[src/verilog/tdc_pkg.sv]
package tdc_pkg;

  // ----------------------------------------------------------------
  // Operating modes of the measurement selector
  // ----------------------------------------------------------------
  typedef enum logic [2:0]
  {
    TDC_MODE_BIAS = 3'h0,
    TDC_MODE_END = 3'h1,
    TDC_MODE_PEAK_TOTAL = 3'h2,
    TDC_MODE_PEAK_EARLY = 3'h3,
    TDC_MODE_PEAK_LATE = 3'h4
  } tdc_mode_t;

  // ----------------------------------------------------------------
  // Character timer states, Gray along stopped to running
  // ----------------------------------------------------------------
  typedef enum logic
  {
    TDC_CHAR_STOPPED = 1'b0,
    TDC_CHAR_RUNNING = 1'b1
  } tdc_char_t;

  // ----------------------------------------------------------------
  // Decade codes, stage order {d, c, b, a}, weights 2-4-2-1
  // ----------------------------------------------------------------
  localparam logic [3:0] DEC_0 = 4'h0;
  localparam logic [3:0] DEC_1 = 4'h1;
  localparam logic [3:0] DEC_2 = 4'h2;
  localparam logic [3:0] DEC_3 = 4'h3;
  localparam logic [3:0] DEC_4 = 4'h4;
  localparam logic [3:0] DEC_5 = 4'hB;
  localparam logic [3:0] DEC_6 = 4'hC;
  localparam logic [3:0] DEC_7 = 4'hD;
  localparam logic [3:0] DEC_8 = 4'hE;
  localparam logic [3:0] DEC_9 = 4'hF;
  localparam logic [3:0] DEC_PRESET = 4'hF;

  // ----------------------------------------------------------------
  // Bit counter, divider and register constants
  // ----------------------------------------------------------------
  localparam logic [3:0] BIT_PRESET = 4'hF;
  localparam logic [3:0] STOP_BASE = 4'h6;
  localparam logic [3:0] SEL_ALL = 4'h0;
  localparam logic [3:0] DIV_WRAP_50 = 4'hB;
  localparam logic [1:0] DIV_SEL_50 = 2'h3;
  localparam logic [7:0] REG_ZERO = 8'h00;
  localparam int REG_HALF_POS = 7;
  localparam int REG_FORTY_POS = 6;

  // Next state of a decade; illegal codes fall back to zero
  function automatic logic [3:0] decade_next(input logic [3:0] cur);
    logic [3:0] nxt;
    nxt = DEC_0;
    unique case (cur)
      DEC_0: nxt = DEC_1;
      DEC_1: nxt = DEC_2;
      DEC_2: nxt = DEC_3;
      DEC_3: nxt = DEC_4;
      DEC_4: nxt = DEC_5;
      DEC_5: nxt = DEC_6;
      DEC_6: nxt = DEC_7;
      DEC_7: nxt = DEC_8;
      DEC_8: nxt = DEC_9;
      DEC_9: nxt = DEC_0;
      default: nxt = DEC_0;
    endcase
    return nxt;
  endfunction : decade_next

  // Magnitude of seven stages weighted 1,2,4,2,10,20,40
  function automatic logic [6:0] stage_weight(input logic [6:0] st);
    logic [6:0] sum;
    sum = 7'(st[0]) + 7'({st[1], 1'b0}) + 7'({st[2], 2'b00}) + 7'({st[3], 1'b0});
    sum = sum + (st[4] ? 7'h0A : 7'h00) + (st[5] ? 7'h14 : 7'h00);
    sum = sum + (st[6] ? 7'h28 : 7'h00);
    return sum;
  endfunction : stage_weight

endpackage : tdc_pkg

[src/verilog/tdc_divider.sv]
`timescale 1ns/1ps

module tdc_divider
#(
  parameter int DIV_WIDTH = 4
)
(
  input wire logic clk_i,
  input wire logic rst_i,
  input wire logic [1:0] speed_sel_i,
  input wire logic baud50_i,
  output logic tick_o
);

  // ----------------------------------------------------------------
  // Elaboration check
  // ----------------------------------------------------------------
  if (DIV_WIDTH != 4)
  begin : g_bad_width
    $error("tdc_divider serves exactly four stages");
  end

  logic [DIV_WIDTH-1:0] div_q;
  logic [DIV_WIDTH-1:0] div_d;
  logic sel_prev_q;
  logic sel_now;

  // Binary stages; the 50 baud cycle is cut from 16 counts to 12
  always_comb
  begin
    div_d = div_q + 4'h1;
    if (baud50_i && (div_q == tdc_pkg::DIV_WRAP_50))
    begin
      div_d = '0;
    end
  end

  // Divider stages run free on the oscillator
  always_ff @(posedge clk_i or posedge rst_i)
  begin
    if (rst_i)
    begin
      div_q <= '0;
    end
    else
    begin
      div_q <= div_d;
    end
  end

  // 50 baud always takes the last stage so the shortened cycle is used
  assign sel_now = baud50_i ? div_q[tdc_pkg::DIV_SEL_50] : div_q[speed_sel_i];

  // Previous level of the chosen stage, for its falling edge
  always_ff @(posedge clk_i or posedge rst_i)
  begin
    if (rst_i)
    begin
      sel_prev_q <= 1'b0;
    end
    else
    begin
      sel_prev_q <= sel_now;
    end
  end

  // One pulse per period of the chosen stage
  assign tick_o = sel_prev_q & ~sel_now;

endmodule : tdc_divider

[src/verilog/tdc_decade.sv]
`timescale 1ns/1ps

module tdc_decade
(
  input wire logic clk_i,
  input wire logic rst_i,
  input wire logic preset_i,
  input wire logic advance_i,
  output logic [3:0] stage_o,
  output logic rise_o,
  output logic carry_o
);

  logic [3:0] stage_q;

  // Skip-gated count: 0100 goes straight to 1011; preset wins
  always_ff @(posedge clk_i or posedge rst_i)
  begin
    if (rst_i)
    begin
      stage_q <= tdc_pkg::DEC_PRESET;
    end
    else if (preset_i)
    begin
      stage_q <= tdc_pkg::DEC_PRESET;
    end
    else if (advance_i)
    begin
      stage_q <= tdc_pkg::decade_next(stage_q);
    end
  end

  assign stage_o = stage_q;
  // Last stage rises at 4 to 5 and falls at 9 to 0: ten per cycle
  assign rise_o = advance_i & ~preset_i & (stage_q == tdc_pkg::DEC_4);
  assign carry_o = advance_i & ~preset_i & (stage_q == tdc_pkg::DEC_9);

endmodule : tdc_decade

[src/verilog/tdc_capture.sv]
// What this block does
// - Decades count 1-2-4-2, skipping from four to five
// - Captures read 0-49 late, 49-0 early
// - Mode picks which edge directions request captures
// - No capture at a character start edge
// - Second decade mirrors first, clocked by its carry
// - Bit counter steps on half-bit stage rising
// - Select decode gives one-bit capture window
// - Stop at 6.5 to 9.5 bits per code
// - Start edge presets countdown stages to one, not the divider
// - Late capture copies decade stages directly
// - Early capture inverts all but half stage
// - Seven stages weighted 1,2,4,2,10,20,40
// - Manual reset clears the capture register
// - Calibrate clears and sets weight-forty stage
// - Eighth stage records early or late half
// - Bias: early marks; end mode reversed
// - Early equality with complement sets peak flag
// - Late equality with register clears peak flag
// - Each comparator acts only in its half
// - Peak flag blocks captures in peak modes
// - Divider reduces oscillator, speed picks stage
// - 50 baud shortens divider cycle to twelve
// - Timing gate blocks pulses during stop interval
// - First stage clocks decades, clears request
`timescale 1ns/1ps

module tdc_capture
#(
  parameter int SYNC_STAGES = 2
)
(
  input wire logic clk_i,
  input wire logic rst_i,
  input wire logic line_mark_i,
  input wire logic [1:0] speed_sel_i,
  input wire logic baud50_i,
  input wire logic [1:0] code_level_i,
  input wire logic [3:0] transition_sel_i,
  input wire logic [2:0] measure_mode_i,
  input wire logic meter_zero_i,
  input wire logic meter_cal_i,
  output logic [7:0] capture_reg_o,
  output logic [6:0] distortion_pct_o,
  output logic marking_o,
  output logic spacing_o,
  output logic signal_mark_o,
  output logic running_o,
  output logic peak_gate_o,
  output logic capture_o
);

  // ----------------------------------------------------------------
  // Elaboration check
  // ----------------------------------------------------------------
  if (SYNC_STAGES < 2)
  begin : g_bad_sync
    $error("tdc_capture needs at least two synchroniser stages");
  end

  // ----------------------------------------------------------------
  // Declarations
  // ----------------------------------------------------------------
  logic [SYNC_STAGES-1:0] line_sync_q;
  logic [SYNC_STAGES-1:0] zero_sync_q;
  logic [SYNC_STAGES-1:0] cal_sync_q;
  logic line_prev_q;
  logic line_now;
  logic edge_ms;
  logic edge_sm;
  logic div_tick;
  logic gated_tick;
  logic countdown_first_stage_q;
  logic dec_advance;
  logic [3:0] first_decade;
  logic [3:0] second_decade;
  logic first_carry;
  logic half_rise;
  logic half_bit_stage;
  logic [3:0] bit_count_q;
  tdc_pkg::tdc_char_t char_q;
  logic start_preset;
  logic stop_hit;
  logic transition_request_ff_q;
  logic req_set;
  logic req_clear;
  logic [6:0] count_low;
  logic [7:0] capture_q;
  logic [6:0] pct_q;
  logic peak_gate_flag_q;
  logic early_eq;
  logic late_eq;
  logic is_peak;
  logic start_block;
  logic window_ok;
  logic dir_ok;
  logic peak_ok;
  logic transfer;
  logic marking_q;
  logic spacing_q;
  logic mark_q;
  logic capture_q_pulse;

  // ----------------------------------------------------------------
  // Input synchronisers
  // ----------------------------------------------------------------

  // Two-flop chains; only the last stage is looked at
  always_ff @(posedge clk_i or posedge rst_i)
  begin
    if (rst_i)
    begin
      line_sync_q <= '1;
      zero_sync_q <= '0;
      cal_sync_q <= '0;
    end
    else
    begin
      line_sync_q <= {line_sync_q[SYNC_STAGES-2:0], line_mark_i};
      zero_sync_q <= {zero_sync_q[SYNC_STAGES-2:0], meter_zero_i};
      cal_sync_q <= {cal_sync_q[SYNC_STAGES-2:0], meter_cal_i};
    end
  end

  assign line_now = line_sync_q[SYNC_STAGES-1];

  // Regenerated signal copy for edges; the signal lamp has its own flop
  always_ff @(posedge clk_i or posedge rst_i)
  begin
    if (rst_i)
    begin
      line_prev_q <= 1'b1;
    end
    else
    begin
      line_prev_q <= line_now;
    end
  end

  assign edge_ms = line_prev_q & ~line_now;
  assign edge_sm = ~line_prev_q & line_now;

  // ----------------------------------------------------------------
  // Timing divider and gate
  // ----------------------------------------------------------------
  tdc_divider #(
    .DIV_WIDTH(4)
  ) u_divider (
    .clk_i(clk_i),
    .rst_i(rst_i),
    .speed_sel_i(speed_sel_i),
    .baud50_i(baud50_i),
    .tick_o(div_tick)
  );

  // Pulses stop reaching the countdown while the character timer rests
  assign gated_tick = div_tick & (char_q == tdc_pkg::TDC_CHAR_RUNNING);

  // Half-rate first stage; a preset leaves it high like the decades
  always_ff @(posedge clk_i or posedge rst_i)
  begin
    if (rst_i)
    begin
      countdown_first_stage_q <= 1'b1;
    end
    else if (start_preset)
    begin
      countdown_first_stage_q <= 1'b1;
    end
    else if (gated_tick)
    begin
      countdown_first_stage_q <= ~countdown_first_stage_q;
    end
  end

  // Decades move when the first stage falls
  assign dec_advance = gated_tick & countdown_first_stage_q;

  // ----------------------------------------------------------------
  // Two decades of one hundred counts per bit
  // ----------------------------------------------------------------
  tdc_decade u_first_decade (
    .clk_i(clk_i),
    .rst_i(rst_i),
    .preset_i(start_preset),
    .advance_i(dec_advance),
    .stage_o(first_decade),
    .rise_o(),
    .carry_o(first_carry)
  );

  // Same cell, clocked by the first decade's last stage
  tdc_decade u_second_decade (
    .clk_i(clk_i),
    .rst_i(rst_i),
    .preset_i(start_preset),
    .advance_i(first_carry),
    .stage_o(second_decade),
    .rise_o(half_rise),
    .carry_o()
  );

  assign half_bit_stage = second_decade[3];
  assign count_low = {second_decade[2:0], first_decade};

  // ----------------------------------------------------------------
  // Bit counter and character timing
  // ----------------------------------------------------------------

  // Zero side of the half stage: boundaries land at mid-bit
  always_ff @(posedge clk_i or posedge rst_i)
  begin
    if (rst_i)
    begin
      bit_count_q <= tdc_pkg::BIT_PRESET;
    end
    else if (start_preset)
    begin
      bit_count_q <= tdc_pkg::BIT_PRESET;
    end
    else if (half_rise)
    begin
      bit_count_q <= bit_count_q + 4'h1;
    end
  end

  // Stop count is 6 to 9 whole counts, i.e. 6.5 to 9.5 bits
  assign stop_hit = (bit_count_q == (tdc_pkg::STOP_BASE + {2'b00, code_level_i}));
  // Only a mark-to-space edge in the rest interval starts a character
  assign start_preset = (char_q == tdc_pkg::TDC_CHAR_STOPPED) & edge_ms;

  // Running until stop count, resting until the next start edge
  always_ff @(posedge clk_i or posedge rst_i)
  begin
    if (rst_i)
    begin
      char_q <= tdc_pkg::TDC_CHAR_STOPPED;
    end
    else
    begin
      unique case (char_q)
        tdc_pkg::TDC_CHAR_STOPPED:
        begin
          if (start_preset)
          begin
            char_q <= tdc_pkg::TDC_CHAR_RUNNING;
          end
        end
        tdc_pkg::TDC_CHAR_RUNNING:
        begin
          if (stop_hit)
          begin
            char_q <= tdc_pkg::TDC_CHAR_STOPPED;
          end
        end
      endcase
    end
  end

  // ----------------------------------------------------------------
  // Transition request and capture steering
  // ----------------------------------------------------------------
  assign is_peak = (measure_mode_i == tdc_pkg::TDC_MODE_PEAK_TOTAL) |
                   (measure_mode_i == tdc_pkg::TDC_MODE_PEAK_EARLY) |
                   (measure_mode_i == tdc_pkg::TDC_MODE_PEAK_LATE);

  // Edge direction allowed by the mode
  always_comb
  begin
    req_set = 1'b0;
    if (char_q == tdc_pkg::TDC_CHAR_RUNNING)
    begin
      if (measure_mode_i == tdc_pkg::TDC_MODE_BIAS)
      begin
        req_set = edge_sm;
      end
      else if (measure_mode_i == tdc_pkg::TDC_MODE_END)
      begin
        req_set = edge_ms;
      end
      else if (is_peak)
      begin
        req_set = edge_sm | edge_ms;
      end
    end
  end

  // Cleared when the first stage rises, while the decades stand still
  assign req_clear = (gated_tick & ~countdown_first_stage_q) | stop_hit;

  // A new edge in the clearing cycle is kept
  always_ff @(posedge clk_i or posedge rst_i)
  begin
    if (rst_i)
    begin
      transition_request_ff_q <= 1'b0;
    end
    else if (req_set)
    begin
      transition_request_ff_q <= 1'b1;
    end
    else if (req_clear)
    begin
      transition_request_ff_q <= 1'b0;
    end
  end

  // Restrictions on a transfer; early is the half stage high
  assign start_block = (bit_count_q == tdc_pkg::BIT_PRESET);
  assign window_ok = (transition_sel_i == tdc_pkg::SEL_ALL) |
                     (bit_count_q == (transition_sel_i - 4'h1));
  assign dir_ok = ~((measure_mode_i == tdc_pkg::TDC_MODE_PEAK_EARLY) & ~half_bit_stage) &
                  ~((measure_mode_i == tdc_pkg::TDC_MODE_PEAK_LATE) & half_bit_stage);
  assign peak_ok = ~is_peak | ~peak_gate_flag_q;
  assign transfer = gated_tick & ~countdown_first_stage_q & transition_request_ff_q &
                    ~start_block & window_ok & dir_ok & peak_ok;

  // ----------------------------------------------------------------
  // Capture register
  // ----------------------------------------------------------------

  // Meter reset and calibrate win over a capture in the same cycle
  always_ff @(posedge clk_i or posedge rst_i)
  begin
    if (rst_i)
    begin
      capture_q <= tdc_pkg::REG_ZERO;
    end
    else if (cal_sync_q[SYNC_STAGES-1])
    begin
      capture_q <= tdc_pkg::REG_ZERO;
      capture_q[tdc_pkg::REG_FORTY_POS] <= 1'b1;
    end
    else if (zero_sync_q[SYNC_STAGES-1])
    begin
      capture_q <= tdc_pkg::REG_ZERO;
    end
    else if (transfer && half_bit_stage)
    begin
      capture_q <= {half_bit_stage, ~count_low};
    end
    else if (transfer)
    begin
      capture_q <= {half_bit_stage, count_low};
    end
  end

  // Registered percent reading, one cycle behind the stages
  always_ff @(posedge clk_i or posedge rst_i)
  begin
    if (rst_i)
    begin
      pct_q <= 7'h00;
    end
    else
    begin
      pct_q <= tdc_pkg::stage_weight(capture_q[6:0]);
    end
  end

  // ----------------------------------------------------------------
  // Peak logic
  // ----------------------------------------------------------------
  assign early_eq = half_bit_stage & (count_low == ~capture_q[6:0]);
  assign late_eq = ~half_bit_stage & (count_low == capture_q[6:0]);

  // Halves exclude each other, so set and clear never collide
  always_ff @(posedge clk_i or posedge rst_i)
  begin
    if (rst_i)
    begin
      peak_gate_flag_q <= 1'b0;
    end
    else if (early_eq)
    begin
      peak_gate_flag_q <= 1'b1;
    end
    else if (late_eq)
    begin
      peak_gate_flag_q <= 1'b0;
    end
  end

  // ----------------------------------------------------------------
  // Indicators and outputs
  // ----------------------------------------------------------------

  // Marking and spacing lamps only mean something for bias and end readings
  always_ff @(posedge clk_i or posedge rst_i)
  begin
    if (rst_i)
    begin
      marking_q <= 1'b0;
      spacing_q <= 1'b0;
      mark_q <= 1'b1;
      capture_q_pulse <= 1'b0;
    end
    else
    begin
      marking_q <= (measure_mode_i == tdc_pkg::TDC_MODE_BIAS) ? capture_q[tdc_pkg::REG_HALF_POS]
                   : (measure_mode_i == tdc_pkg::TDC_MODE_END) &
                   ~capture_q[tdc_pkg::REG_HALF_POS];
      spacing_q <= (measure_mode_i == tdc_pkg::TDC_MODE_BIAS) ? ~capture_q[tdc_pkg::REG_HALF_POS]
                   : (measure_mode_i == tdc_pkg::TDC_MODE_END) &
                   capture_q[tdc_pkg::REG_HALF_POS];
      mark_q <= line_now;
      capture_q_pulse <= transfer;
    end
  end

  assign capture_reg_o = capture_q;
  assign distortion_pct_o = pct_q;
  assign marking_o = marking_q;
  assign spacing_o = spacing_q;
  assign signal_mark_o = mark_q;
  assign running_o = (char_q == tdc_pkg::TDC_CHAR_RUNNING);
  assign peak_gate_o = peak_gate_flag_q;
  assign capture_o = capture_q_pulse;

endmodule : tdc_capture

[config.mk]
export PLATFORM = sky130hd
export DESIGN_NAME = tdc_capture
export DESIGN_NICKNAME = d
export VERILOG_FILES = /design/src/verilog/tdc_pkg.sv /design/src/verilog/tdc_divider.sv /design/src/verilog/tdc_decade.sv /design/src/verilog/tdc_capture.sv
export SDC_FILE = /design/constraint.sdc
export NUM_CORES = 1
export LEC_CHECK = 0
export BUFFER_PORTS_ARGS = -buffer_cell sky130_fd_sc_hd__buf_2
export CAP_MARGIN = 10
export CELL_PAD_IN_SITES_DETAIL_PLACEMENT = 0
export CELL_PAD_IN_SITES_GLOBAL_PLACEMENT = 1
export CORE_MARGIN = 5
export CORE_UTILIZATION = 44
export DETAILED_ROUTE_END_ITERATION = 16
export PLACE_DENSITY = 0.88
export SLEW_MARGIN = 20
export SYNTH_ARGS = -nofsm -noshare
export SYNTH_HDL_FRONTEND = slang
export SYNTH_SLANG_ARGS = --single-unit
[constraint.sdc]
create_clock -name clk_i -period 2.5 [get_ports clk_i]
set_input_delay 0.375 -clock clk_i [delete_from_list [all_inputs] [get_ports clk_i]]
set_output_delay 0.375 -clock clk_i [all_outputs]
set_load 0.01 [all_outputs]
==> key figures <==
Clock network
  • CTS Buf Count: 5
  • Buffer count from post-CTS setup fixing: 0
  • Worst-path clk slew: 0.09 ns
  • Post_cts resized: 0
  • Clock root buffer master: clkbuf_8
  • Latest clock arrival within the worst-skew pair: 0.31 ns
  • Hold_buf cts: 0
  • # clock sinks: 46
  • H-tree depth: 2
  • CTS tree: built
  • Maximum clock path buffer count: 2

Worst setup path
  • Cell Chain, Critical Path: xnor2_1 > xnor2_1 > o41ai_4 > a311oi_1 > a211o_1
  • Crit-path slowest cell: o41ai_4
  • Critical path buffers and inverters: 0
  • CP required: 2.68 ns
  • CP top delay family: compound AO/OA/AOI/OAI gates
  • Crit. End Element: flop
  • Max FO, Critical Path: 8
  • Worst path max stage delay: 0.61 ns
  • Critical path class: reg2reg
  • Worst EP arrival: 2.28 ns
  • Cell mode on critical path: xnor2_1
  • Critical Path Start Type: flop

Finish
  • Diodes inserted: 0
  • Fillers: 548
  • Multi-input gate area: 0.00134 mm²
  • Reg area: 0.00117 mm²
  • Area grow syn2layout: 14.6%
  • Layout cells sized above 1: 0.265
  • Nets: 330

Synth
  • Post-synth cell types: 46
  • Main area contributors after synthesis: dfrtp_1 29%, dfstp_2 16%, ha_1 8.6%
  • Commonest cells post-synth: 30 x dfrtp_1, 21 x nand2_1, 20 x inv_1, 19 x xnor2_1, 18 x ha_1
  • Mean post-synth cell area: 10.4 µm²
  • Top_reg_cell synth: dfrtp_1
  • Largest area contributor in the netlist: dfrtp_1
  • Post-Syn Nets: 289
  • Syn Inst Count: 252
  • Top-count cell post-synth: dfrtp_1
  • Yosys warning total: 0
  • Synthesized flop and latch total: 46
  • Mapped Area: 0.00262 mm²
  • Area share of the largest cell type after synthesis: 0.287
  • EDFF count, synth: 0
  • Register area share after synthesis: 0.447
  • Synth async-reset ratio: 1.00

Power
  • Pwr per Cell Area: 806 mW/mm²
  • Switching share of total power: 0.371
  • P_int: 0.00152 W
  • Reg power frac: 0.468
  • Switching pwr: 0.000896 W
  • Comb pwr share: 0.335
  • Clock share of power: 0.197
  • Leak: 1.41 nW
  • Worst-case vdd ir drop: 0.318 mV

Routing
  • Initial DRC count: 109
  • Routed Antenna Nets: 0
  • First drt pass iteration count: 4
  • Total number of vias: 1983
  • Final WL: 5.43 mm
  • Wirelength per Cell: 14.7 µm
  • Post-DR vias/cell: 5.37
  • Drc violations: 0

Die
  • Core Box Area: 0.00585 mm²
  • Initial Util: 0.447
  • I/O pin cnt: 38
  • Die Wd: 87.1 µm
  • Die Height: 87.1 µm
  • Die area: 0.00759 mm²
  • FP Rows: 28

Global routing
  • Overall global routing resource usage: 0.151
  • Grt ovf: 0
  • First-pass GRT wire length: 9.07 mm
  • Vias in the first global route: 1988
  • Initial antenna violation count: 0
  • Pin count of the biggest net entering global routing: 20

Timing
  • Max Clock Freq: 476 MHz
  • RSZ-0062 raised after global routing: no
  • Slew margin rel.: 0.563
  • Post-layout min period: 2.10 ns
  • Final setup viols: 0
  • Final hold viol count: 0
  • Final setup margin: 0.400 ns
  • Setup TNS Final: 0 ns
  • Slew Viols, Final: 0
  • Worst slew pin tran: 0.651 ns
  • Clock Skews: 0.0134 ns
  • Final worst path period share: 0.840

Job
  • Maxcap violations: 0

Placement
  • Post-DP HPWL: 4.26 mm
  • Pre-CTS WS: 0.290 ns
  • Final RePlAce weighted congestion: 0.841
  • Input/output buffers: 37

Outcome
  • Status: complete, no violations

Min path
  • Worst min path class: in2async
==> power groups by stage <==
stage	combinational, W	clock (W)	sequential, W
final	0.000810	0.000476	0.00113
after global routing	0.000926	0.000521	0.00116
after detailed placement	0.000814	0	0.00114
after CTS	0.000820	0.000488	0.00113
after floorplan	0.000672	0	0.00106
after global placement	0.000780	0	0.00114
==> state kept, by name, indices dropped and copies added (netlist names), 4 cells and up <==
register                 count
capture_reg_o                8
distortion_pct_o             7
bit_count_q                  4
u_divider.div_q              4
u_first_decade.stage_o       4
u_second_decade.stage_o      4
==> area by class of cell <==
class / count / area share
multi-input combinational: 178 / 0.447
sequential: 46 / 0.390
timing repair buffer: 42 / 0.0743
tap: 75 / 0.0313
clock buffer: 6 / 0.0275
inverter: 20 / 0.0250
clock inverter: 2 / 0.00417
==> routing by layer <==
| layer | vias up | part of all wire | GRT usage |
|---|---|---|---|
| li1 | 981 | - | - |
| met1 | 955 | 0.41 | 0.185 |
| met2 | 37 | 0.52 | 0.260 |
| met3 | 10 | 0.050 | 0.0322 |
| met4 | 0 | 0.019 | 0.0558 |
| met5 | - | 0 | 0 |
==> worst paths after layout <==
path | from | end | slack, ns | cells after the start
setup / recovery | bit_count_q[3] | capture_reg_o[6] | 0.40 | 5
hold / removal | rst_i | distortion_pct_o[4] | 0.07 | 2
setup reg to reg | bit_count_q[3] | capture_reg_o[6] | 0.40 | 5
hold reg to reg | zero_sync_q[0] | zero_sync_q[1] | 0.36 | 0
max in group asynchronous | rst_i | u_second_decade.stage_o[3] | 1.78 | 3
min in group clk_i | line_mark_i | line_sync_q[0] | 0.16 | 1
==> cell families after synthesis <==
kind of cell               share of synthesized area
AOI/OAI and AO/OA                              0.150
xor gates and xnor gates                      0.0837
adders and majority gates                      0.101
buffers and inverters                         0.0402
DFF                                            0.447
muxes                                         0.0244
and+or+nand+nor                                0.153
==> cells in the final DEF (no fill, tap or decap), drive strengths merged, types with 6 or more instances in the layout <==
master / instances
nor3: 6
nand3: 8
dfrtp: 30
clkbuf: 6
dfstp: 16
inv: 19
a21oi: 11
o21ai: 10
a211oi: 6
a31oi: 8
buf: 42
ha: 18
nor2: 10
xnor2: 19
xor2: 6
nand2: 21
==> per-stage QoR <==
step / total power (W) / instance area [µm²] / hold WS, ns / instances / util
2_1_floorplan: 0.00173 / 2620 / 0.331 / 252 / -
4_1_cts: 0.00244 / 3000 / 0.0882 / 369 / 0.513
3_5_place_dp: 0.00196 / 2900 / 0.339 / 361 / 0.496
3_3_place_gp: 0.00192 / 2900 / 0.336 / 361 / 0.496
5_1_grt: 0.00260 / 3000 / 0.109 / 369 / 0.513
6_report: 0.00242 / 3000 / 0.0717 / 369 / 0.513
No activity file was read; power rests on OpenSTA's default activity.
